$ cat src/icd_pkg.sv
// Purpose: constants and carriers for the input terminal command decoder
// Assumes: one 20 MHz clock, terminal level 1 = terminal shorted to common
// Notes:   codes at or above the negative-logic offset invert the terminal
`default_nettype none
package icd_pkg;
    // -------------------------------------------------------------
    // terminal layout and code encoding
    // -------------------------------------------------------------
    localparam int          NUM_TERM    = 5;
    localparam int          TERM_FWD    = 3;     // dedicated run terminal
    localparam int          TERM_REV    = 4;     // dedicated run terminal
    localparam int          CODE_W      = 11;
    localparam logic [10:0] NEG_OFFSET  = 11'h3E8;  // 1000: negative logic
    localparam logic [10:0] CODE_SPD_B0 = 11'h000;  // speed select weight 1
    localparam logic [10:0] CODE_SPD_B1 = 11'h001;  // weight 2
    localparam logic [10:0] CODE_SPD_B2 = 11'h002;  // weight 4
    localparam logic [10:0] CODE_RAMP   = 11'h004;
    localparam logic [10:0] CODE_HOLD3W = 11'h006;
    localparam logic [10:0] CODE_COAST  = 11'h007;
    localparam logic [10:0] CODE_FCLR   = 11'h008;
    localparam logic [10:0] CODE_EXTF   = 11'h009;
    localparam logic [10:0] CODE_INCH   = 11'h00A;
    localparam logic [10:0] CODE_FSRC   = 11'h00B;
    localparam logic [10:0] CODE_EDIT   = 11'h013;
    localparam logic [10:0] CODE_LOOP   = 11'h014;
    localparam logic [10:0] CODE_INV    = 11'h015;
    localparam logic [10:0] CODE_LINK   = 11'h018;
    localparam logic [10:0] CODE_LCLR   = 11'h021;
    localparam logic [10:0] CODE_IHOLD  = 11'h022;
    localparam logic [10:0] CODE_FWD    = 11'h062;
    localparam logic [10:0] CODE_REV    = 11'h063;
    localparam logic [1:0]  RUN_SRC_TERMINAL = 2'h1;
    // -------------------------------------------------------------
    // timing
    // -------------------------------------------------------------
    localparam int CLK_HZ         = 20_000_000;
    localparam int FAULT_CLEAR_MS = 10;
    localparam int FAULT_CLEAR_CYC = FAULT_CLEAR_MS * (CLK_HZ / 1000);
    // -------------------------------------------------------------
    // carriers
    // -------------------------------------------------------------
    typedef struct packed {
        logic [10:0] code_multi_1;
        logic [10:0] code_multi_2;
        logic [10:0] code_multi_3;
        logic [10:0] code_fwd;
        logic [10:0] code_rev;
    } icd_cfg_type;

    typedef struct packed {
        logic [2:0] speed_index;      // 0 = normal source, 1..7 presets
        logic       ramp_set_select;  // second accel/decel pair
        logic       forward_run;
        logic       backward_run;
        logic       drive_enable;     // low = output cut, motor coasts
        logic       coast_stop;
        logic       ext_alarm;        // sticky external equipment alarm
        logic       alarm_clear;      // alarm outputs cleared
        logic       alarm_resume;     // one-cycle pulse on fault-clear release
        logic       jog_ready;
        logic       jog_run;
        logic       freq_source_select;
        logic       edit_all;
        logic       edit_self_only;
        logic       loop_control_enable;
        logic       manual_invert;
        logic       loop_action_inverse;
        logic       link_operation_select;
        logic       loop_terms_clear;
        logic       integral_hold;
    } icd_cmd_type;
endpackage : icd_pkg
`default_nettype wire

$ cat src/icd_hold_timer.sv
// Purpose: qualifies a level that must stay high a minimum time
// Assumes: level_in is already synchronous to ref_clk
// Notes:   held goes high after HOLD_CYC consecutive high cycles
`default_nettype none
`timescale 1ns/1ps
module icd_hold_timer #(
    parameter int HOLD_CYC = 200000
) (
    input  wire logic ref_clk,  // system clock
    input  wire logic reset,    // async, active high
    input  wire logic level_in, // level to qualify
    output logic      held      // level held long enough
);
    localparam int CW = $clog2(HOLD_CYC + 1);
    logic [CW-1:0] cnt_ff;

    initial begin
        if (HOLD_CYC < 1) $error("icd_hold_timer: HOLD_CYC below one");
    end

    // counter saturates so a long press never wraps back to idle
    always_ff @(posedge ref_clk or posedge reset) begin
        if (reset) begin
            cnt_ff <= '0;
            held   <= 1'b0;
        end else if (!level_in) begin
            cnt_ff <= '0;
            held   <= 1'b0;
        end else if (cnt_ff != CW'(HOLD_CYC)) begin
            cnt_ff <= cnt_ff + CW'(1);
            held   <= (cnt_ff == CW'(HOLD_CYC - 1));
        end
    end
endmodule // icd_hold_timer
`default_nettype wire

$ cat src/icd_sync.sv
// Purpose: three-stage synchroniser for terminal levels
// Assumes: input changes asynchronously to ref_clk
// Notes:   output follows once stages two and three agree
`default_nettype none
`timescale 1ns/1ps
module icd_sync #(
    parameter int WIDTH = 5
) (
    input  wire logic             ref_clk,  // system clock
    input  wire logic             reset,    // async, active high
    input  wire logic [WIDTH-1:0] pin_in,   // raw terminal levels
    output logic      [WIDTH-1:0] level_out // filtered levels
);
    logic [WIDTH-1:0] s1_ff;
    logic [WIDTH-1:0] s2_ff;
    logic [WIDTH-1:0] s3_ff;

    initial begin
        if (WIDTH < 1) $error("icd_sync: WIDTH must be positive");
    end

    // s1 feeds only s2, to keep metastability away from logic
    always_ff @(posedge ref_clk or posedge reset) begin
        if (reset) begin
            s1_ff <= '0;
            s2_ff <= '0;
            s3_ff <= '0;
        end else begin
            s1_ff <= pin_in;
            s2_ff <= s1_ff;
            s3_ff <= s2_ff;
        end
    end

    // per bit: accept a change only when two stages agree
    always_ff @(posedge ref_clk or posedge reset) begin
        if (reset) begin
            level_out <= '0;
        end else begin
            for (int i = 0; i < WIDTH; i++) begin
                if (s2_ff[i] == s3_ff[i]) level_out[i] <= s3_ff[i];
            end
        end
    end
endmodule // icd_sync
`default_nettype wire

$ cat src/icd_top.sv
// Purpose: decodes five programmable input terminals into drive commands
// Assumes: term_pin bit set = terminal shorted to common; others same clock
// Notes:   all outputs registered; pin to output latency is five edges
`default_nettype none
`timescale 1ns/1ps
module icd_top #(
    parameter int FAULT_CLEAR_CYC = icd_pkg::FAULT_CLEAR_CYC
) (
    input  wire logic                ref_clk,        // 20 MHz clock
    input  wire logic                reset,          // async, active high
    input  wire logic [4:0]          term_pin,       // multi 1..3, fwd, rev
    input  wire icd_pkg::icd_cfg_type cfg,           // terminal codes
    input  wire logic [1:0]          run_source_setting, // 1 = terminals
    input  wire logic                edit_protect_setting, // 0 all, 1 self
    input  wire logic                loop_action_setting,  // 1 = inverse
    input  wire logic                alarm_mode,     // drive in alarm mode
    input  wire logic                motor_running,  // motor is turning
    input  wire logic                jog_key_pair,   // key pair pulse
    input  wire logic                run_key,        // keypad run key level
    output icd_pkg::icd_cmd_type     cmd_ff          // decoded commands
);
    // ---------------------------------------------------------------
    // elaboration checks
    // ---------------------------------------------------------------
    initial begin
        if (FAULT_CLEAR_CYC < 1) $error("icd_top: FAULT_CLEAR_CYC < 1");
    end

    // ---------------------------------------------------------------
    // terminal capture
    // ---------------------------------------------------------------
    logic [4:0]  term_lvl;
    logic [10:0] code_arr [5];

    icd_sync #(.WIDTH(icd_pkg::NUM_TERM)) u_sync (
        .ref_clk   (ref_clk),
        .reset     (reset),
        .pin_in    (term_pin),
        .level_out (term_lvl)
    );

    // order matches term_pin bit positions
    assign code_arr[0] = cfg.code_multi_1;
    assign code_arr[1] = cfg.code_multi_2;
    assign code_arr[2] = cfg.code_multi_3;
    assign code_arr[3] = cfg.code_fwd;
    assign code_arr[4] = cfg.code_rev;

    // strip the negative-logic offset from a code
    function automatic logic [10:0] base_code(input logic [10:0] c);
        base_code = (c >= icd_pkg::NEG_OFFSET) ? c - icd_pkg::NEG_OFFSET : c;
    endfunction

    // true when terminal t carries command c (run codes only on run pins)
    function automatic logic maps(input int t, input logic [10:0] c);
        logic run_code;
        run_code = (c == icd_pkg::CODE_FWD) || (c == icd_pkg::CODE_REV);
        maps = (base_code(code_arr[t]) == c) &&
               (!run_code || t == icd_pkg::TERM_FWD ||
                t == icd_pkg::TERM_REV);
    endfunction

    // command asserted by any terminal carrying it
    function automatic logic cmd_on(input logic [10:0] c);
        logic neg;
        cmd_on = 1'b0;
        for (int t = 0; t < icd_pkg::NUM_TERM; t++) begin
            neg = code_arr[t] >= icd_pkg::NEG_OFFSET;
            if (maps(t, c) && (term_lvl[t] ^ neg)) cmd_on = 1'b1;
        end
    endfunction

    // command carried by any terminal at all
    function automatic logic assigned(input logic [10:0] c);
        assigned = 1'b0;
        for (int t = 0; t < icd_pkg::NUM_TERM; t++) begin
            if (maps(t, c)) assigned = 1'b1;
        end
    endfunction

    // ---------------------------------------------------------------
    // decoded command levels
    // ---------------------------------------------------------------
    logic [2:0] spd_idx;
    logic fwd_in, rev_in, hold3w, coast, fclr, inch, fsrc;
    logic edit_on, loop_on, inv_on, link_on, extf_open;

    // a process, not assigns: the functions read codes and levels that
    // are not their arguments, and an assign would only wake on those
    always_comb begin
        spd_idx   = {cmd_on(icd_pkg::CODE_SPD_B2),
                     cmd_on(icd_pkg::CODE_SPD_B1),
                     cmd_on(icd_pkg::CODE_SPD_B0)};
        fwd_in    = cmd_on(icd_pkg::CODE_FWD);
        rev_in    = cmd_on(icd_pkg::CODE_REV);
        hold3w    = cmd_on(icd_pkg::CODE_HOLD3W);
        coast     = cmd_on(icd_pkg::CODE_COAST);
        fclr      = cmd_on(icd_pkg::CODE_FCLR);
        inch      = cmd_on(icd_pkg::CODE_INCH);
        fsrc      = cmd_on(icd_pkg::CODE_FSRC);
        edit_on   = cmd_on(icd_pkg::CODE_EDIT) ||
                    !assigned(icd_pkg::CODE_EDIT);
        loop_on   = cmd_on(icd_pkg::CODE_LOOP);
        inv_on    = cmd_on(icd_pkg::CODE_INV);
        link_on   = cmd_on(icd_pkg::CODE_LINK) ||
                    !assigned(icd_pkg::CODE_LINK);
        // an unassigned fault input can never open
        extf_open = assigned(icd_pkg::CODE_EXTF) &&
                    !cmd_on(icd_pkg::CODE_EXTF);
    end

    // ---------------------------------------------------------------
    // three-wire self hold
    // ---------------------------------------------------------------
    logic fwd_lat_ff;
    logic rev_lat_ff;
    logic nxt_fwd;
    logic nxt_rev;

    // latch a momentary press; the other direction's press takes over
    always_ff @(posedge ref_clk or posedge reset) begin
        if (reset) begin
            fwd_lat_ff <= 1'b0;
            rev_lat_ff <= 1'b0;
        end else if (!hold3w) begin
            fwd_lat_ff <= 1'b0;
            rev_lat_ff <= 1'b0;
        end else if (fwd_in ^ rev_in) begin
            fwd_lat_ff <= fwd_in;
            rev_lat_ff <= rev_in;
        end
    end

    // both at once is a stop, never a direction pick
    always_comb begin
        nxt_fwd = fwd_in || (hold3w && fwd_lat_ff);
        nxt_rev = rev_in || (hold3w && rev_lat_ff);
        if (nxt_fwd && nxt_rev) begin
            nxt_fwd = 1'b0;
            nxt_rev = 1'b0;
        end
    end

    // ---------------------------------------------------------------
    // fault clear and external alarm
    // ---------------------------------------------------------------
    logic fclr_held;
    logic clr_seen_ff;

    icd_hold_timer #(.HOLD_CYC(FAULT_CLEAR_CYC)) u_fclr (
        .ref_clk  (ref_clk),
        .reset    (reset),
        .level_in (fclr),
        .held     (fclr_held)
    );

    // remembers a qualified clear so its release can trigger resume
    always_ff @(posedge ref_clk or posedge reset) begin
        if (reset) begin
            clr_seen_ff <= 1'b0;
        // fclr in the set term keeps the resume pulse to one cycle
        end else if (fclr_held && fclr && alarm_mode) begin
            clr_seen_ff <= 1'b1;
        end else if (!fclr) begin
            clr_seen_ff <= 1'b0;
        end
    end

    // ---------------------------------------------------------------
    // keypad jog readiness toggle
    // ---------------------------------------------------------------
    logic jog_tog_ff;

    always_ff @(posedge ref_clk or posedge reset) begin
        if (reset) begin
            jog_tog_ff <= 1'b0;
        end else if (jog_key_pair && !inch &&
                     run_source_setting != icd_pkg::RUN_SRC_TERMINAL) begin
            jog_tog_ff <= !jog_tog_ff;
        end
    end

    // ---------------------------------------------------------------
    // output register
    // ---------------------------------------------------------------
    logic nxt_trip;
    logic resume;

    assign resume   = clr_seen_ff && !fclr;
    // a new trip wins over a resume in the same cycle
    assign nxt_trip = (extf_open && motor_running) ||
                      (cmd_ff.ext_alarm && !resume);

    always_ff @(posedge ref_clk or posedge reset) begin
        if (reset) begin
            cmd_ff <= '0;
        end else begin
            cmd_ff.speed_index        <= spd_idx;
            cmd_ff.ramp_set_select    <= cmd_on(icd_pkg::CODE_RAMP);
            cmd_ff.forward_run        <= nxt_fwd;
            cmd_ff.backward_run       <= nxt_rev;
            cmd_ff.coast_stop         <= coast;
            cmd_ff.drive_enable       <= !coast && !nxt_trip;
            cmd_ff.ext_alarm          <= nxt_trip;
            cmd_ff.alarm_clear        <= fclr_held && fclr &&
                                         alarm_mode;
            cmd_ff.alarm_resume       <= resume;
            cmd_ff.jog_ready          <= inch || jog_tog_ff;
            cmd_ff.jog_run            <= (inch || jog_tog_ff) &&
                                         (nxt_fwd || nxt_rev || run_key);
            cmd_ff.freq_source_select <= fsrc;
            cmd_ff.edit_all           <= edit_on &&
                                         !edit_protect_setting;
            cmd_ff.edit_self_only     <= edit_on &&
                                         edit_protect_setting;
            cmd_ff.loop_control_enable <= loop_on;
            cmd_ff.manual_invert      <= inv_on && !loop_on;
            cmd_ff.loop_action_inverse <= loop_on &&
                                   (loop_action_setting ^ inv_on);
            cmd_ff.link_operation_select <= link_on;
            cmd_ff.loop_terms_clear   <= cmd_on(icd_pkg::CODE_LCLR);
            cmd_ff.integral_hold      <= cmd_on(icd_pkg::CODE_IHOLD);
        end
    end
endmodule // icd_top
`default_nettype wire
$ cat config.mk
export PLATFORM = sky130hd
export DESIGN_NAME = icd_top
export DESIGN_NICKNAME = d
export VERILOG_FILES = /design/src/icd_pkg.sv /design/src/icd_hold_timer.sv /design/src/icd_sync.sv /design/src/icd_top.sv
export SDC_FILE = /design/constraint.sdc
export NUM_CORES = 1
export LEC_CHECK = 0
export ABC_AREA = 1
export ABC_CLOCK_PERIOD_IN_PS = 1850
export BUFFER_PORTS_ARGS = -buffer_cell sky130_fd_sc_hd__buf_2
export CORE_MARGIN = 3
export CORE_UTILIZATION = 50
export CTS_CLUSTER_DIAMETER = 50
export DETAILED_ROUTE_END_ITERATION = 6
export PLACE_DENSITY_LB_ADDON = 0.08
export SYNTH_ARGS = -nofsm -noshare
export SYNTH_HDL_FRONTEND = slang
export SYNTH_SLANG_ARGS = --single-unit
$ cat constraint.sdc
create_clock -name ref_clk -period 1.85 [get_ports ref_clk]
set_input_delay 0.37 -clock ref_clk [delete_from_list [all_inputs] [get_ports ref_clk]]
set_output_delay 0.37 -clock ref_clk [all_outputs]
set_load 0.05 [all_outputs]
Word level (Yosys, flattened, before mapping)
Index checks and enable logic that the tools add are counted.
{"block": "classes", "n_reduce_logical": 125, "bitwise_logic": 7, "magnitude_cmp": 5, "n_eq_ne": 90, "mux": 116, "addsub": 6}
{"op": "11-bit by 4-bit == test with 1-bit output, second input constant", "count": 20}
{"op": "11-bit by 5-bit == test with 1-bit output, second input constant", "count": 20}
{"op": "11-bit by 3-bit == test with 1-bit output, second input constant", "count": 15}
{"op": "11-bit by 6-bit == test with 1-bit output, second input constant", "count": 10}
{"op": "1-bit 2-to-1 mux", "count": 109}
{"op": "1-bit logical AND", "count": 101}
{"op": "11-bit by 1-bit == test with 1-bit output, second input constant", "count": 5}
{"op": "11-bit by 2-bit == test with 1-bit output, second input constant", "count": 5}
{"op": "11-bit by 10-bit >= comparator with 1-bit output, second input constant", "count": 5}
{"op": "11-bit zero test", "count": 5}
{"op": "11-bit 2-to-1 mux", "count": 5}
{"op": "11-bit by 10-bit subtractor with 11-bit output, second input constant", "count": 5}
{"op": "11-bit by 7-bit == test with 1-bit output, second input constant", "count": 4}
{"op": "18-bit 2-to-1 mux", "count": 2}
{"op": "18-bit by 1-bit adder with 18-bit output, second input constant", "count": 1}
{"op": "18-bit == test, second input constant", "count": 1}
{"op": "18-bit != test, second input constant", "count": 1}
{"op": "1-bit zero test", "count": 11}
{"op": "1-bit logical OR", "count": 8}
{"op": "2-bit by 1-bit != test with 1-bit output, second input constant", "count": 4}
{"op": "1-bit bitwise XOR", "count": 7}
{"op": "1-bit == test", "count": 5}
{"block": "word_totals", "elab_cells": 383, "out_inout_bits": 22, "regBits": 65, "inputBits": 70}

Depth between registers and ports, before layout
Gate-level depths: netlist of the first run.
{"block": "depth", "ltp_word": 16, "depth_mapped": 24}

Cells and area by module
Synthesis of the first run repeated with hierarchy kept, for this count alone.
{"block": "unflattened", "cells_unflattened": 940, "hier_area_um2": 5834.3}
{"module": "icd_top", "area_each_um2": 4120.2, "n_inst": 1, "cells_each": 750}
{"module": "icd_hold_timer", "area_each_um2": 1128.6, "n_inst": 1, "cells_each": 149}
{"module": "icd_sync", "area_each_um2": 585.6, "n_inst": 1, "cells_each": 41}

Worst setup path after synthesis of the first run
OpenSTA, ideal clock, no wires.
{"block": "synth_path", "path_type": "input to register", "from": "input cfg[3] in the netlist's numbering", "to": "register cmd_ff[9] in the netlist's numbering", "arrival_ns": 2.478, "stages": 21, "required_ns": 1.733, "path_buffers": 1, "path_slack_ns": -0.744, "path_cell_list": "inv_1 ha_1 nor2_2 a21oi_2 nand2_2 buf_6 nand2_1 o21ai_2 nand2_2 nor2_8 nand2_4 nor2_2 nor2_1 nand2_2 nand2_1 nand2_2 inv_2 ha_1 inv_1 o21ai_1 inv_2"}
{"block": "synth_between", "elab_chain_cells": 12, "word_cells_on_any_way": 27}
{"element": "start: declaration", "line_no": "icd_top.sv:12", "text": "input wire icd_pkg::icd_cfg_type cfg,"}
{"element": "11-bit by 10-bit subtractor with 11-bit output / 11-bit by 10-bit >= comparator with 1-bit output (equally long branches)", "line_no": "icd_top.sv:51, icd_top.sv:68"}
{"element": "11-bit 2-to-1 mux", "line_no": "icd_top.sv:51", "text": "base_code = (c >= icd_pkg::NEG_OFFSET) ? c - icd_pkg::NEG_OFFSET : c;"}
{"element": "11-bit by 3-bit == test with 1-bit output", "line_no": "icd_top.sv:58", "text": "maps = (base_code(code_arr[t]) == c) &&"}
{"element": "1-bit logical AND", "line_no": "icd_top.sv:69", "text": "if (maps(t, c) && (term_lvl[t] ^ neg)) cmd_on = 1'b1;"}
{"element": "1-bit 2-to-1 mux", "line_no": "icd_top.sv:69"}
{"element": "1-bit logical AND (on tied branches)", "line_no": "icd_top.sv:136, icd_top.sv:137"}
{"element": "1-bit logical OR (on tied branches)", "line_no": "icd_top.sv:136, icd_top.sv:137"}
{"element": "1-bit logical AND", "line_no": "icd_top.sv:138", "text": "if (nxt_fwd && nxt_rev) begin"}
{"element": "1-bit 2-to-1 mux", "line_no": "icd_top.sv:138"}
{"element": "1-bit logical OR (2 in a row)", "line_no": "icd_top.sv:210", "text": "(nxt_fwd || nxt_rev || run_key);"}
{"element": "1-bit logical AND *", "line_no": "icd_top.sv:209", "text": "cmd_ff.jog_run <= (inch || jog_tog_ff) &&"}
{"element": "end: declaration", "line_no": "icd_top.sv:20", "text": "output icd_pkg::icd_cmd_type cmd_ff"}
Every way passes the cells marked *; elsewhere a longest branch is shown, timed or not.
A chain may end at the register's enable or synchronous reset.

Final worst setup path of the first run
{"block": "layout_path", "from": "input cfg[47] in the netlist's numbering", "to": "register cmd_ff[9] in the netlist's numbering"}
{"block": "layout_between", "elab_chain_cells": 16, "word_cells_on_any_way": 29}
{"element": "11-bit by 10-bit subtractor with 11-bit output / 11-bit by 10-bit >= comparator with 1-bit output (equally long branches)", "line_no": "icd_top.sv:51, icd_top.sv:68"}
{"element": "11-bit 2-to-1 mux", "line_no": "icd_top.sv:51"}
{"element": "11-bit by 3-bit == test with 1-bit output", "line_no": "icd_top.sv:58"}
{"element": "1-bit logical AND", "line_no": "icd_top.sv:69"}
{"element": "1-bit 2-to-1 mux (5 in a row)", "line_no": "icd_top.sv:69"}
{"element": "1-bit logical AND (on tied branches)", "line_no": "icd_top.sv:136, icd_top.sv:137"}
{"element": "1-bit logical OR (on tied branches)", "line_no": "icd_top.sv:136, icd_top.sv:137"}
{"element": "1-bit logical AND", "line_no": "icd_top.sv:138"}
{"element": "1-bit 2-to-1 mux", "line_no": "icd_top.sv:138"}
{"element": "1-bit logical OR (2 in a row)", "line_no": "icd_top.sv:210"}
{"element": "1-bit logical AND *", "line_no": "icd_top.sv:209"}
Marks and branches as above.

==> results of run 1 <==
==> layout make-up <==
| class | count | share of cell area |
|---|---|---|
| repair buffers | 397 | 0.285 |
| well taps | 143 | 0.0167 |
| flip-flops and latches | 65 | 0.152 |
| diodes | 1 | 0.000234 |
| clock inverters | 7 | 0.00655 |
| inverters | 139 | 0.0531 |
| multi-input cells | 729 | 0.465 |
| clock buffers | 9 | 0.0210 |
==> layout by cell type (no fill, tap or decap), types with 31 or more instances in the layout <==
cell	Yosys	routed
buf_2	0	81
dfrtp_1	65	65
inv_1	130	106
nor2_1	145	82
buf_6	4	51
nand3_1	111	77
nor2_4	7	45
nand2_1	240	178
nand3_2	6	31
buf_4	0	258
nand2_2	20	66
nor2_2	27	52
==> critical path: cells and delay by family <==
family,cells,cell delay [ns]
simple gates,12,1.39
buf+inv,7,0.51
fa+ha+maj,2,0.39
compound gates,2,0.20
==> state kept, by name, summed over array words and instances (netlist names) <==
signal / count
u_fclr.held: 1
u_sync.s2_ff: 5
clr_seen_ff: 1
u_fclr.cnt_ff: 18
u_sync.s3_ff: 5
cmd_ff: 22
u_sync.level_out: 5
jog_tog_ff: 1
rev_lat_ff: 1
u_sync.s1_ff: 5
fwd_lat_ff: 1
==> power breakdown <==
group	switching, mW	total, mW	leakage, nW	internal (mW)
logic	1.17	2.03	4.26	0.864
clock network	0.749	1.79	0.146	1.04
registers	0.0342	1.51	0.843	1.47
total	1.95	5.33	5.25	3.38
==> per-layer routing <==
metal,vias up,routed length [µm]
met5,-,18
met4,2,2390
met3,300,3460
met2,808,14800
met1,4158,10300
li1,3818,-
==> final timing paths <==
check,start,endpoint,slack (ns),depth (start not counted)
setup / recovery,cfg[47],cmd_ff[9],-0.79,23
hold / removal,reset,cmd_ff[14],0.11,3
setup reg to reg,u_fclr.cnt_ff[0],u_fclr.cnt_ff[13],-0.51,11
hold reg to reg,u_sync.s1_ff[2],u_sync.s2_ff[2],0.36,0
max in group asynchronous,reset,u_sync.s1_ff[1],1.42,3
min in group ref_clk,term_pin[0],u_sync.s1_ff[0],0.13,1
==> through the flow <==
stage,instance area [µm²],setup TNS [ns]
2_1_floorplan,6110,-6.56
3_3_place_gp,8700,-27.58
3_5_place_dp,8700,-29.64
4_1_cts,9890,-8.80
5_1_grt,10700,-24.03
6_report,10700,-20.43
==> cell families after synthesis <==
kind of cell,count (synthesis),synth area share
and+or+nand+nor,623,0.493
AOI/OAI and AO/OA,65,0.0714
xor gates and xnor gates,23,0.0355
DFF,65,0.276
adders and majority gates,14,0.0276
buffers and inverters,143,0.0963
==> repair_timing <==
item | 4_1_cts | 5_1_grt
pin swaps | 70 | 94
endpoints found under the setup margin | 45 | 45
endpoints found under the hold margin | 0 | 0
setup buffers | 25 | 24
resized for setup | 174 | 169
gates cloned | 5 | 0
==> impl_summary.md, run 1 <==
Global route
In the global route stage, met1 resource usage came out at 0.419. The maximum number of pins on one net before global-route repair is 66. met2 is the most crowded layer.

For this run, global-route usage on met2 was measured as 0.648. The first global-routing pass estimated about 38000 µm of wire. The met3 global-route usage is 0.0719. Across every metal layer, demand over resource in global routing totals 0.362. The remaining global-route overflow is 0.

The initial antenna violation count is 2. The via count of the first global-routing pass was 8027.

Layout
The finished layout holds 1490 standard cells, fillers aside. Summing all multi-input logic gate instances after layout gives 0.00498 mm². The layout has 411 filler cells. The sequential cells in the finished layout cover a total of around 0.0016 mm². The utilization after layout is 0.933. The total number of nets in the final design is 1420. Relative to the synthesized area, the layout overhead comes to 81.7%. The share of layout cells above drive strength 1 is 0.551.

Place
The post-placement cell count is between 1k and 1.5k. Buffers placed on the I/O ports in this run total 91. The wire-length estimate of the detail-placed layout is 15400 µm. The placer's final routability congestion estimate is 1.01. The worst slack at placement is -1.07 ns.

Routing
After detailed routing, the average wire length per cell comes to between 20 and 25 µm. The detailed router's first-iteration violation count is 1128. The number of iterations in the first detailed-routing pass is 6. The aggregate routed wire length is about 31000 µm.

The count of vias placed by the detailed router is roughly 9.1k. The count of nets left with antenna violations once routing finished came out at 0. The via density per instance is about 6.1. After detailed routing, the number of remaining DRC violations is 0.

Yosys
The proportion of synthesized chip area in sequential cells is 0.276. The synthesized netlist net count is just over 1k. Synthesis inferred 65 register bits. The most common cell in the synthesized netlist is nand2_1.

For this run, the number of Yosys warnings is 0. By count the netlist is led by 240 x nand2_1, 145 x nor2_1, 130 x inv_1, 111 x nand3_1, 65 x dfrtp_1. Counting flops with an async set or reset pin after synthesis yields a share of 1.00. The share of synthesized area in the top cell type comes to 0.276. The unique cell type count in the Yosys netlist is 40. By area the synthesized netlist is led by dfrtp_1 28%, nand2_1 15%, nand3_1 9.4%.

Each instance of the synthesized netlist takes up on average 6.31 µm². The gate count after technology mapping is a little over 900. The number of flops mapped to enable cells by yosys is 0. The most used flip-flop cell after synthesis is dfrtp_1. The synthesized area is 0.00589 mm².

The cell type with the largest total area after synthesis is dfrtp_1.

Worst setup path
The maximum fanout encountered on the critical timing path is 6. The sort of element at the end of the critical path is a flop. In this design, the stage delay of the slowest critical-path cell is 0.25 ns. At the worst endpoint, the required time is 2.09 ns.

The worst setup path is of the input port to flop kind. STA classifies the critical path startpoint as an input port. For this design, the slowest cell found on the critical path is ha_4. Traced cell by cell, the critical path runs through buf_8, clkinv_8, ha_4, inv_2, nand3_4, nor2_4, nor2_4, buf_6, nand3_2, nand2_2, nand3_2, nor3_4, nand2_2, o21ai_2, nor2_1, nand2_2, nand2_2, nand2_2, inv_2, ha_4, inv_2, o21ai_2, inv_2. The most used cell along the critical path is nand2_2. The data arrival time of the critical path is roughly 2.9 ns.

Floorplan
The effective utilization at floorplan is 0.513. The die outline width is approximately 110 µm. The die covers 0.0131 mm².

For this design the top-level I/O count stands at 92. The total area inside the core boundary comes to ~0.011 mm². The floorplan has 39 rows. The die extent in y is 115 µm.

Clock tree
Hold repair after CTS inserted 0 buffers. The H-tree was split into 3 levels. CTS placed an instance of clkbuf_16 at the clock tree root. Counting the buffers created by CTS gives 9. The clock net in this run drives a total of 65 sinks. TritonCTS built the clock tree. The maximum number of buffers from clock root to sink is 2.

After clock tree synthesis, the clock-pin slew on the worst setup and hold paths is 0.07 ns. For the worst-skew pair, the clock arrives at the later sink with an insertion delay of about 0.35 ns.

Power and ir drop
In this run the power density over the cells is 498 mW/mm². IR analysis of the VDD net gives a maximum drop of 0.692 mV. The total power draw is approximately 5.3 mW.

The reported leakage power is 5.25 nW.

Timing
Of the available clock period, the critical path in the final layout requires 1.43. The final critical delay including setup and external delays is 2.64 ns. The number of hold-slack violations in the final timing report is 0. Setup violations remaining at the end of the flow were counted as 45. Setup repair after global routing could not meet its margin everywhere. Clock skew on the completed layout was measured at 0.0111 ns. The max-slew violation count is 0. Across all hold checks on the routed design, the worst slack comes to 0.113 ns. Measured against its own limit, the worst slew margin works out to 0.668. For the pin with the worst max-slew slack, the measured transition is 0.493 ns. The maximum frequency from static timing analysis is approximately 380 MHz. After layout, the worst setup slack is -0.794 ns.

Hold path
The path category of the worst min-delay check is input port to asynchronous set/reset pin.

Run
The max capacitance violation total is 0.

Outcome
The run finished, with violations left. The final reports fail on setup timing.
Power figures use the tool's default switching activity.
==> inputs of run 2 (changes only) <==
Settings changed: CORE_MARGIN 3 to 4, PLACE_DENSITY_LB_ADDON 0.08 to 0.12.
==> run 2 against run 1 <==
- the run now fails in global routing
- synthesized cell count is the same
- synthesized area did not move
==> impl_summary.md, run 2 <==
Floorplan
The die extent in y came to 117 µm (was 115 µm). The number of standard-cell rows in the floorplan was 39 (unchanged). The effective utilization at floorplan is 0.513 (unchanged). The number of primary I/O pins came to 92 (unchanged). The die outline width is 117 µm (was 115 µm).

Yosys
The number of flops mapped to enable cells by yosys is 0 (unchanged). The top flip-flop cell by instance count after synthesis is dfrtp_1 (unchanged). The post-synthesis mux area share came to 0 (unchanged). Most common library cells after synthesis: 240 x nand2_1, 145 x nor2_1, 130 x inv_1, 111 x nand3_1, 65 x dfrtp_1 (unchanged). Biggest area contributors in the synthesized netlist: dfrtp_1 28%, nand2_1 15%, nand3_1 9.4% (unchanged). The average instance area after synthesis was 6.31 µm² (unchanged). The combinational family with the most area after synthesis is simple AND/OR/NAND/NOR gates (unchanged). The compound-cell area share of the yosys netlist came to 0.0714 (unchanged).

The unique cell type count in the Yosys netlist is 40 (unchanged). The share of synthesized cell area in full adder, half adder and majority cells is 0.0276 (unchanged). The gate count after technology mapping is 933 (unchanged).

The synthesized netlist net count is 1012 (unchanged). The share of synthesized registers carrying an async set or reset is 1.00 (unchanged). The proportion of synthesized chip area in sequential cells came to 0.276 (unchanged). The area share of and/or/nand/nor cells after synthesis was 0.493 (unchanged). The synthesized area is 0.00589 mm² (unchanged). The cell type with the largest total area after synthesis was dfrtp_1 (unchanged). The Yosys warning count came to 0 (unchanged). The share of the synthesized area in the top cell type is 0.276 (unchanged). The most frequent cell after synthesis is nand2_1 (unchanged). The number of register bits inferred by synthesis is 65 (unchanged). The fraction of synthesized cell area in xor and xnor cells came to 0.0355 (unchanged).

Timing
In the global-route stage, repair_timing last flagged the worst endpoint as cmd_ff[9]$_DFF_PP0_/D. The type of pin the worst path ends at is a register input.

Place
The count of port buffers added during placement is 91 (unchanged). The worst slack at placement was -0.993 ns (was -1.07 ns). The post-DP HPWL was 15500 µm (was 15400 µm).

The placer's final routability congestion estimate is 1.05 (was 1.01).

Global route
The remaining global-route overflow is 2. The maximum number of pins on one net before global-route repair is 66. In the global route stage, overall resource usage came out at 0.662.

Clock tree
The number of clock buffers inserted by TritonCTS is 9 (unchanged). The hold buffer count at CTS was 0 (unchanged). The H-tree level count is 3 (unchanged).

The maximum number of buffers from clock root to sink is 2 (unchanged). The number of clock sinks came to 65 (unchanged). The clock root buffer is clkbuf_16 (unchanged).

Outcome
The stage where the flow stopped is global routing. The tool reported: "[ERROR GRT-0232] Routing congestion too high. Check the congestion heatmap in the GUI". Run status: aborted with a tool error (was finished with violations).
run 2: through the flow:
step	utilization	hold WS, ns	cell area [µm²]	TNS [ns]	instances
floorplan	-	0.331	6110	-6.56	933
CTS	0.890	0.131	10200	-6.47	1475
global placement	0.755	0.332	8650	-27.63	1420
detailed placement	0.755	0.335	8650	-29.49	1420
run 2: cell families after synthesis:
group | Yosys count
AOI/OAI and AO/OA | 65
xor gates and xnor gates | 23
adders and majority gates | 14
and+or+nand+nor | 623
buffers and inverters | 143
DFF | 65
run 2: routing by layer:
layer,global-route usage,GRT overflow
met5,0.252,0
met4,0.606,0
met3,0.517,0
met2,0.853,2
met1,0.650,0
run 2: timing repair:
item | CTS
setup endpoints to repair | 45
setup buffers | 46
pin swaps | 83
cloned | 4
resized for setup | 235
==> inputs of run 3 (changes only) <==
Settings changed: ABC_CLOCK_PERIOD_IN_PS 1850 to 2400, CORE_UTILIZATION 50 to 35, CTS_CLUSTER_DIAMETER 50 to unset, PLACE_DENSITY_LB_ADDON 0.12 to 0.15.
Clock period 1.85 ns to 2.4 ns, I/O delays scaled along.
==> run 3 against run 2 <==
- the flow now finishes, with violations (setup timing)
==> impl_summary.md, run 3 (synthesis gave the netlist of run 1 again) <==
Outcome
Run status: finished with violations (was aborted with a tool error). The final reports fail on setup timing.

Layout
The non-filler instance count after layout is 1523. At the end of the flow the core is filled with cells to 0.564. cmd_ff holds more flip-flops than any other register.

The layout-stage area growth over the synthesis result is 58.3%. The commonest non-fill, non-tap cell in the layout is buf_4. The largest registers in the layout are cmd_ff x22, u_fclr.cnt_ff x18.

The total number of nets in the final design is approximately 1.4k. The register with the most flip-flops in the layout has 22 of them. The finished cells cover 0.00932 mm².

The number of antenna diodes in the final layout is 0. The share of layout cells above drive strength 1 is 0.413. Leaving out fill and tap cells, the most frequent cells in the layout are 255 x buf_4, 226 x nand2_1, 131 x nor2_1.

Floorplan
The die extent in y is 138 µm (was 117 µm). The floorplan step defined a die boundary enclosing approximately 0.019 mm². The effective utilization at floorplan is 0.356 (was 0.513). The die outline width is 138 µm (was 117 µm). The number of standard-cell rows in the floorplan is 47 (was 39). In this run the standard cell core region covers 0.0165 mm².

The number of primary I/O pins was 92 (unchanged).

Worst setup path
The critical setup path kind is input port to flop. For this design, the slowest cell found on the critical path is ha_4. The required arrival time at the worst endpoint is 2.63 ns.

Data on the critical path arrives at its endpoint at approximately 2.7 ns. The most used cell along the critical path is nand2_2. The delay of the slowest cell on the worst path is 0.27 ns. The maximum fanout encountered on the critical timing path is 4. The sort of element at the end of the critical path is a flop. The number of buffers and inverters on the critical path is 8.

Traced cell by cell, the critical path runs through buf_6, inv_8, ha_4, inv_2, nand3_4, nor2_4, nor2_4, buf_6, buf_4, nand3_1, nand2_1, inv_1, nand2_2, nor2_4, nand2_2, o21ai_2, nor2_1, nand2_2, nand2_1, nand2_2, ha_4, inv_2, o21ai_2, inv_2. STA classifies the critical path startpoint as an input port. The gate family responsible for the most delay along the worst path is simple AND/OR/NAND/NOR gates.

Routing
The first TritonRoute pass finished after 5 iterations. Once detail routing completed, the nets flagged for antenna violations numbered 0. Dividing the detail-routed via count by the number of cells gives between 4 and 5. The routed layout has 7014 vias. Wires add up to 18800 µm. The per-cell routed wire length is 12.3 µm. The detailed router's first-iteration violation count is 384. The count of unresolved DRC violations after routing is 0.

Clock tree
For the worst-skew pair, the clock arrives at the later sink with an insertion delay of roughly 0.34 ns. The clock root buffer was clkbuf_16 (unchanged). The CTS clock-pin slew for the worst setup and hold paths is 0.06 ns. The number of clock sinks is 65 (unchanged).

The number of clock buffers inserted by TritonCTS is 9 (unchanged). The maximum number of buffers from clock root to sink is 2 (unchanged). The H-tree level count is 3 (unchanged). The hold buffer count at CTS came to 0 (unchanged). TritonCTS built the clock tree.

Global route
The remaining global-route overflow is 0. Entering global routing, the biggest net connects 66 pins. The via count of the first global-routing pass is 6491. The global-route wire length before repair is 30100 µm.

The initial antenna violation count is 0. Across every metal layer, demand over resource in global routing totals 0.198.

Run
The max capacitance violation total is 0.

Power and ir drop
The largest voltage drop on the vdd net is 0.332 mV. The reported leakage power is 4.78 nW. The power density of the placed cells is 385 mW/mm².

Place
The post-placement cell count is 1488 (was 1420). The count of port buffers added during placement was 91 (unchanged). The placed standard-cell area is 0.00858 mm² (was 0.00865 mm²). The post-DP HPWL is 15100 µm (was 15500 µm).

The placer's final routability congestion estimate is 0.907 (was 1.05). The worst slack at placement is -0.603 ns (was -0.993 ns).

Timing
Setup total negative slack on the finished layout was measured at -0.0402 ns. The worst setup skew after layout is around 0.0067 ns. The max-slew violation count is 0.

The actual transition at the worst max-transition pin is 0.465 ns. Static timing analysis puts the maximum clock frequency at slightly above 400 MHz. The final critical delay including setup and external delays is 2.44 ns. Setup repair after global routing could not meet its margin everywhere. The final critical-path share of the clock period is 1.02. The number of failing setup endpoints in the final timing report is 1. The worst pin sits at a relative slew slack of 0.687.

The worst setup margin is -0.0402 ns. The number of hold-slack violations in the final timing report came to 0.

Hold path
The path category of the worst min-delay check is input port to asynchronous set/reset pin.
-- run 3: metrics by stage --
stage	power [mW]	hold WS, ns
2_1_floorplan	1.69	0.331
3_3_place_gp	2.25	0.331
3_5_place_dp	2.26	0.336
4_1_cts	3.56	0.226
5_1_grt	3.80	0.232
6_report	3.59	0.217
-- run 3: final timing paths --
check	from	endpoint	slack (ns)	cells past startpoint
min	reset	u_fclr.cnt_ff[13]	0.22	3
max in group asynchronous	reset	jog_tog_ff	1.90	3
min reg2reg	u_sync.s1_ff[3]	u_sync.s2_ff[3]	0.35	0
max	cfg[47]	cmd_ff[9]	-0.04	24
min in group ref_clk	term_pin[1]	u_sync.s1_ff[1]	0.24	1
max reg2reg	u_fclr.cnt_ff[1]	u_fclr.cnt_ff[17]	0.32	11
-- run 3: area by class of cell --
cell class              instances  area, µm²
fillers                      1681       7200
multi-input cells             729       4100
repair buffers                354       2490
flip-flops and latches         65       1630
inverters                     139        542
well taps                     220        275
clock buffers                  10        239
clock inverters                 6       43.8
-- run 3: per-layer routing --
layer,routed length [µm],vias to the layer above,part of all wire,GRT usage
met4,212,0,0.011,0.0384
li1,-,3722,-,-
met5,0,-,0,0
met1,8870,3139,0.47,0.278
met2,8790,137,0.47,0.325
met3,927,16,0.049,0.0310
-- run 3: power by group --
group / total [mW] / internal, mW / switching, mW
Clock: 1.25 / 0.728 / 0.526
Sequential: 1.15 / 1.13 / 0.0199
Combinational: 1.18 / 0.543 / 0.636
Total: 3.59 / 2.41 / 1.18
-- run 3: repair_timing --
item                       4_1_cts  5_1_grt
cloned                           2        2
buffers inserted                10        5
resized for setup               22       61
setup endpoints to repair        2       36
pin swaps                       24       35
-- run 3: worst min-delay path: stages --
cell and delay (ns):
buf_2 0.10, inv_2 0.06, buf_12 0.32
==> inputs of run 4 (changes only) <==
--- a/config.mk
+++ b/config.mk
@@ -10,6 +10,7 @@
 export BUFFER_PORTS_ARGS = -buffer_cell sky130_fd_sc_hd__buf_2
 export CORE_MARGIN = 4
-export CORE_UTILIZATION = 35
+export CORE_UTILIZATION = 46
 export DETAILED_ROUTE_END_ITERATION = 6
+export HOLD_SLACK_MARGIN = 0.05
 export PLACE_DENSITY_LB_ADDON = 0.15
 export SYNTH_ARGS = -nofsm -noshare
==> constraint.sdc (replaced) <==
create_clock -name ref_clk -period 2.4 [get_ports ref_clk]
set_input_delay 0.12 -clock ref_clk [delete_from_list [all_inputs] [get_ports ref_clk]]
set_output_delay 0.12 -clock ref_clk [all_outputs]
set_load 0.05 [all_outputs]
==> run 4 against run 3 <==
- the flow now finishes without violations
- sequential cell count unchanged
- first-iteration DRC count up 24%
- largest power group unchanged
- critical path depth shrank 2
- critical path type unchanged
- utilization up 8.8 points
- non-clock buffer count shrank 100
- worst hold slack worse by 0.12 ns
- maximum frequency up 15%
- combinational power down 18%
==> impl_summary.md, run 4 (synthesis gave the netlist of run 1 again) <==
Outcome
Run status: complete, no violations (was finished with violations).

Routing
The via density per instance is 4.88 (was 4.61). The number of iterations in the first detailed-routing pass is 7 (was 5). The per-cell routed wire length is 12.3 µm (about the same). The count of vias placed by the detailed router is 6693 (was 7014). The count of unresolved DRC violations after routing is 0 (unchanged).

The remaining number of nets flagged by the antenna check after routing is 0 (unchanged). The detailed router's first-iteration violation count is 476 (was 384). The aggregate routed wire length is 16900 µm (was 18800 µm).

Floorplan
The number of primary I/O pins is 92 (unchanged). The effective utilization at floorplan is 0.468 (was 0.356). The number of standard-cell rows in the floorplan is 41 (was 47). The area enclosed by the die boundary is 0.0147 mm² (was 0.0190 mm²). The standard cell core area is 0.0126 mm² (was 0.0165 mm²). The die outline width is 121 µm (was 138 µm). The die extent in y is 121 µm (was 138 µm).

Place
The placer's final routability congestion estimate is 0.954 (was 0.907). The post-placement cell count came to 1341 (was 1488). The post-DP HPWL is 13700 µm (was 15100 µm). The count of port buffers added during placement was 91 (unchanged). The worst slack at placement is -0.254 ns (was -0.603 ns).

Clock tree
The CTS clock-pin slew for the worst setup and hold paths is 0.06 ns (about the same). The clock root buffer was clkbuf_16 (unchanged). The clock tree from TritonCTS is done (unchanged). The H-tree level count is 3 (unchanged). The number of clock sinks is 65 (unchanged). The insertion delay to the later sink of the worst-skew pair came to 0.34 ns (about the same). The number of clock buffers inserted by TritonCTS came to 9 (unchanged). The maximum number of buffers from clock root to sink is 2 (unchanged).

Power and ir drop
The reported leakage power was 4.25 nW (was 4.78 nW). The power density of the placed cells was 449 mW/mm² (was 385 mW/mm²). The largest voltage drop on the vdd net is 0.317 mV (was 0.332 mV). The total power draw came to 3.68 mW (was 3.59 mW).

Layout
The register with the highest flop count is cmd_ff (unchanged). The number of flip-flops in the largest register is 22 (unchanged). The layout-stage area growth over the synthesis result came to 39.2% (was 58.3%).

The non-filler instance count after layout came to 1371 (was 1523). The commonest non-fill, non-tap cell in the layout is nand2_1 (was buf_4). Largest registers: cmd_ff x22, u_fclr.cnt_ff x18 (unchanged). The number of fillers in the final layout came to 1225 (was 1681). Most frequent cells in the layout: 240 x nand2_1, 152 x buf_4, 142 x nor2_1 (was 255 x buf_4, 226 x nand2_1, 131 x nor2_1).

The total inserted antenna cells is 0 (unchanged). The utilization after layout is 0.652 (was 0.564). The share of layout cells above drive strength 1 is 0.306 (was 0.413). The total number of nets in the final design was 1273 (was 1377).

Timing
The actual transition at the worst max-transition pin was 0.557 ns (was 0.465 ns). The worst hold margin was 0.0959 ns (was 0.217 ns). The maximum frequency from static timing analysis is 470 MHz (was 410 MHz). The number of failing setup endpoints in the final timing report is 0 (was 1).

The number of hold-slack violations in the final timing report is 0 (unchanged). The final critical delay including setup and external delays is 2.13 ns (was 2.44 ns). The worst setup skew after layout is 0.0107 ns (was 0.00675 ns). The worst setup margin is 0.272 ns (was -0.0402 ns). The max-slew violation count is 0 (unchanged). The relative slew slack was 0.625 (was 0.687). The final critical-path share of the clock period is 0.887 (was 1.02).

Global route
The global-route usage over all layers is 0.239 (was 0.198). The maximum number of pins on one net before global-route repair is 53 (was 66). The initial antenna violation count was 0 (unchanged).

The via count of the first global-routing pass is 6250 (was 6491). The global-route wire length before repair is 28400 µm (was 30100 µm). The remaining global-route overflow was 0 (unchanged).

Hold path
The path category of the worst min-delay check is input port to flop (was input port to asynchronous set/reset pin).

Worst setup path
The sort of element at the end of the critical path was a flop (unchanged). The data arrival time of the critical path was 2.36 ns (was 2.67 ns). The required arrival time at the worst endpoint is 2.64 ns (was 2.63 ns). The critical setup path kind is input port to flop (unchanged). The maximum fanout encountered on the critical timing path is 7 (was 4). The kind of start point of the critical path is an input port (unchanged).

Run
The max capacitance violation total is 0 (unchanged).
-- run 4: cell count changes in the layout (fill, tap and decap cells not counted), sizes merged --
cell	previous run	this run
clkbuf	10	9
bufinv	0	3
nand2	268	264
clkinv	5	2
inv	139	141
buf	354	245
dlygate4sd3	0	9
clkinvlp	1	0
-- run 4: layer usage --
| metal | share of wire | track usage |
|---|---|---|
| met5 | 0 | 0 |
| met4 | 0.024 | 0.0812 |
| met3 | 0.051 | 0.0448 |
| met2 | 0.46 | 0.385 |
| met1 | 0.47 | 0.322 |
-- run 4: critical path: stages --
cell     delay (ns)
buf_2          0.09
inv_1          0.05
ha_1           0.23
nor2_4         0.12
nor2_1         0.05
nand2_2        0.14
buf_4          0.14
nand3_1        0.09
nand2_1        0.11
nand2_1        0.07
inv_1          0.07
nand3_1        0.10
o21ai_2        0.20
nor2_1         0.07
nand2_2        0.08
nand2_1        0.06
nand2_2        0.07
inv_2          0.03
ha_1           0.25
inv_1          0.04
o21ai_1        0.14
inv_2          0.04
-- run 4: path summary, 6_finish.rpt --
| check | startpoint | to | slack (ns) | cells past startpoint |
|---|---|---|---|---|
| setup / recovery | cfg[36] | cmd_ff[9] | 0.27 | 22 |
| hold / removal | alarm_mode | cmd_ff[12] | 0.1 | 3 |
| setup reg to reg | u_fclr.cnt_ff[0] | u_fclr.cnt_ff[17] | 0.33 | 11 |
| hold reg to reg | u_sync.s1_ff[1] | u_sync.s2_ff[1] | 0.35 | 0 |
| max in group asynchronous | reset | cmd_ff[14] | 1.55 | 4 |
| min in group asynchronous | reset | u_sync.s2_ff[2] | 0.28 | 3 |
-- run 4: timing repair --
item	4_1_cts	5_1_grt
setup buffers	0	5
endpoints found under the setup margin	0	1
resized for setup	0	15
hold buffers	9	0
hold endpoints to repair	22	0
-- run 4: cell type report --
type                    instances  area, µm²  share of cell area
clock inverters                 7        125              0.0153
flip-flops and latches         65       1630               0.198
inverters                     139        522              0.0636
clock buffers                   9        225              0.0275
repair buffers                254       1730               0.211
well taps                     172        215              0.0262
multi-input cells             725       3760               0.458
-- run 4: report_power, final --
| group | internal (mW) | switching, mW | leakage (nW) |
|---|---|---|---|
| Sequential | 1.13 | 0.0183 | 0.843 |
| Clock | 1.03 | 0.536 | 0.171 |
| Combinational | 0.408 | 0.557 | 3.24 |
-- run 4: stage by stage --
stage | cell area (µm²) | TNS (ns)
2_1_floorplan | 5890 | 0
3_3_place_gp | 7660 | -0.176
3_5_place_dp | 7660 | -0.260
4_1_cts | 8100 | 0
5_1_grt | 8200 | -0.00710
6_report | 8200 | 0
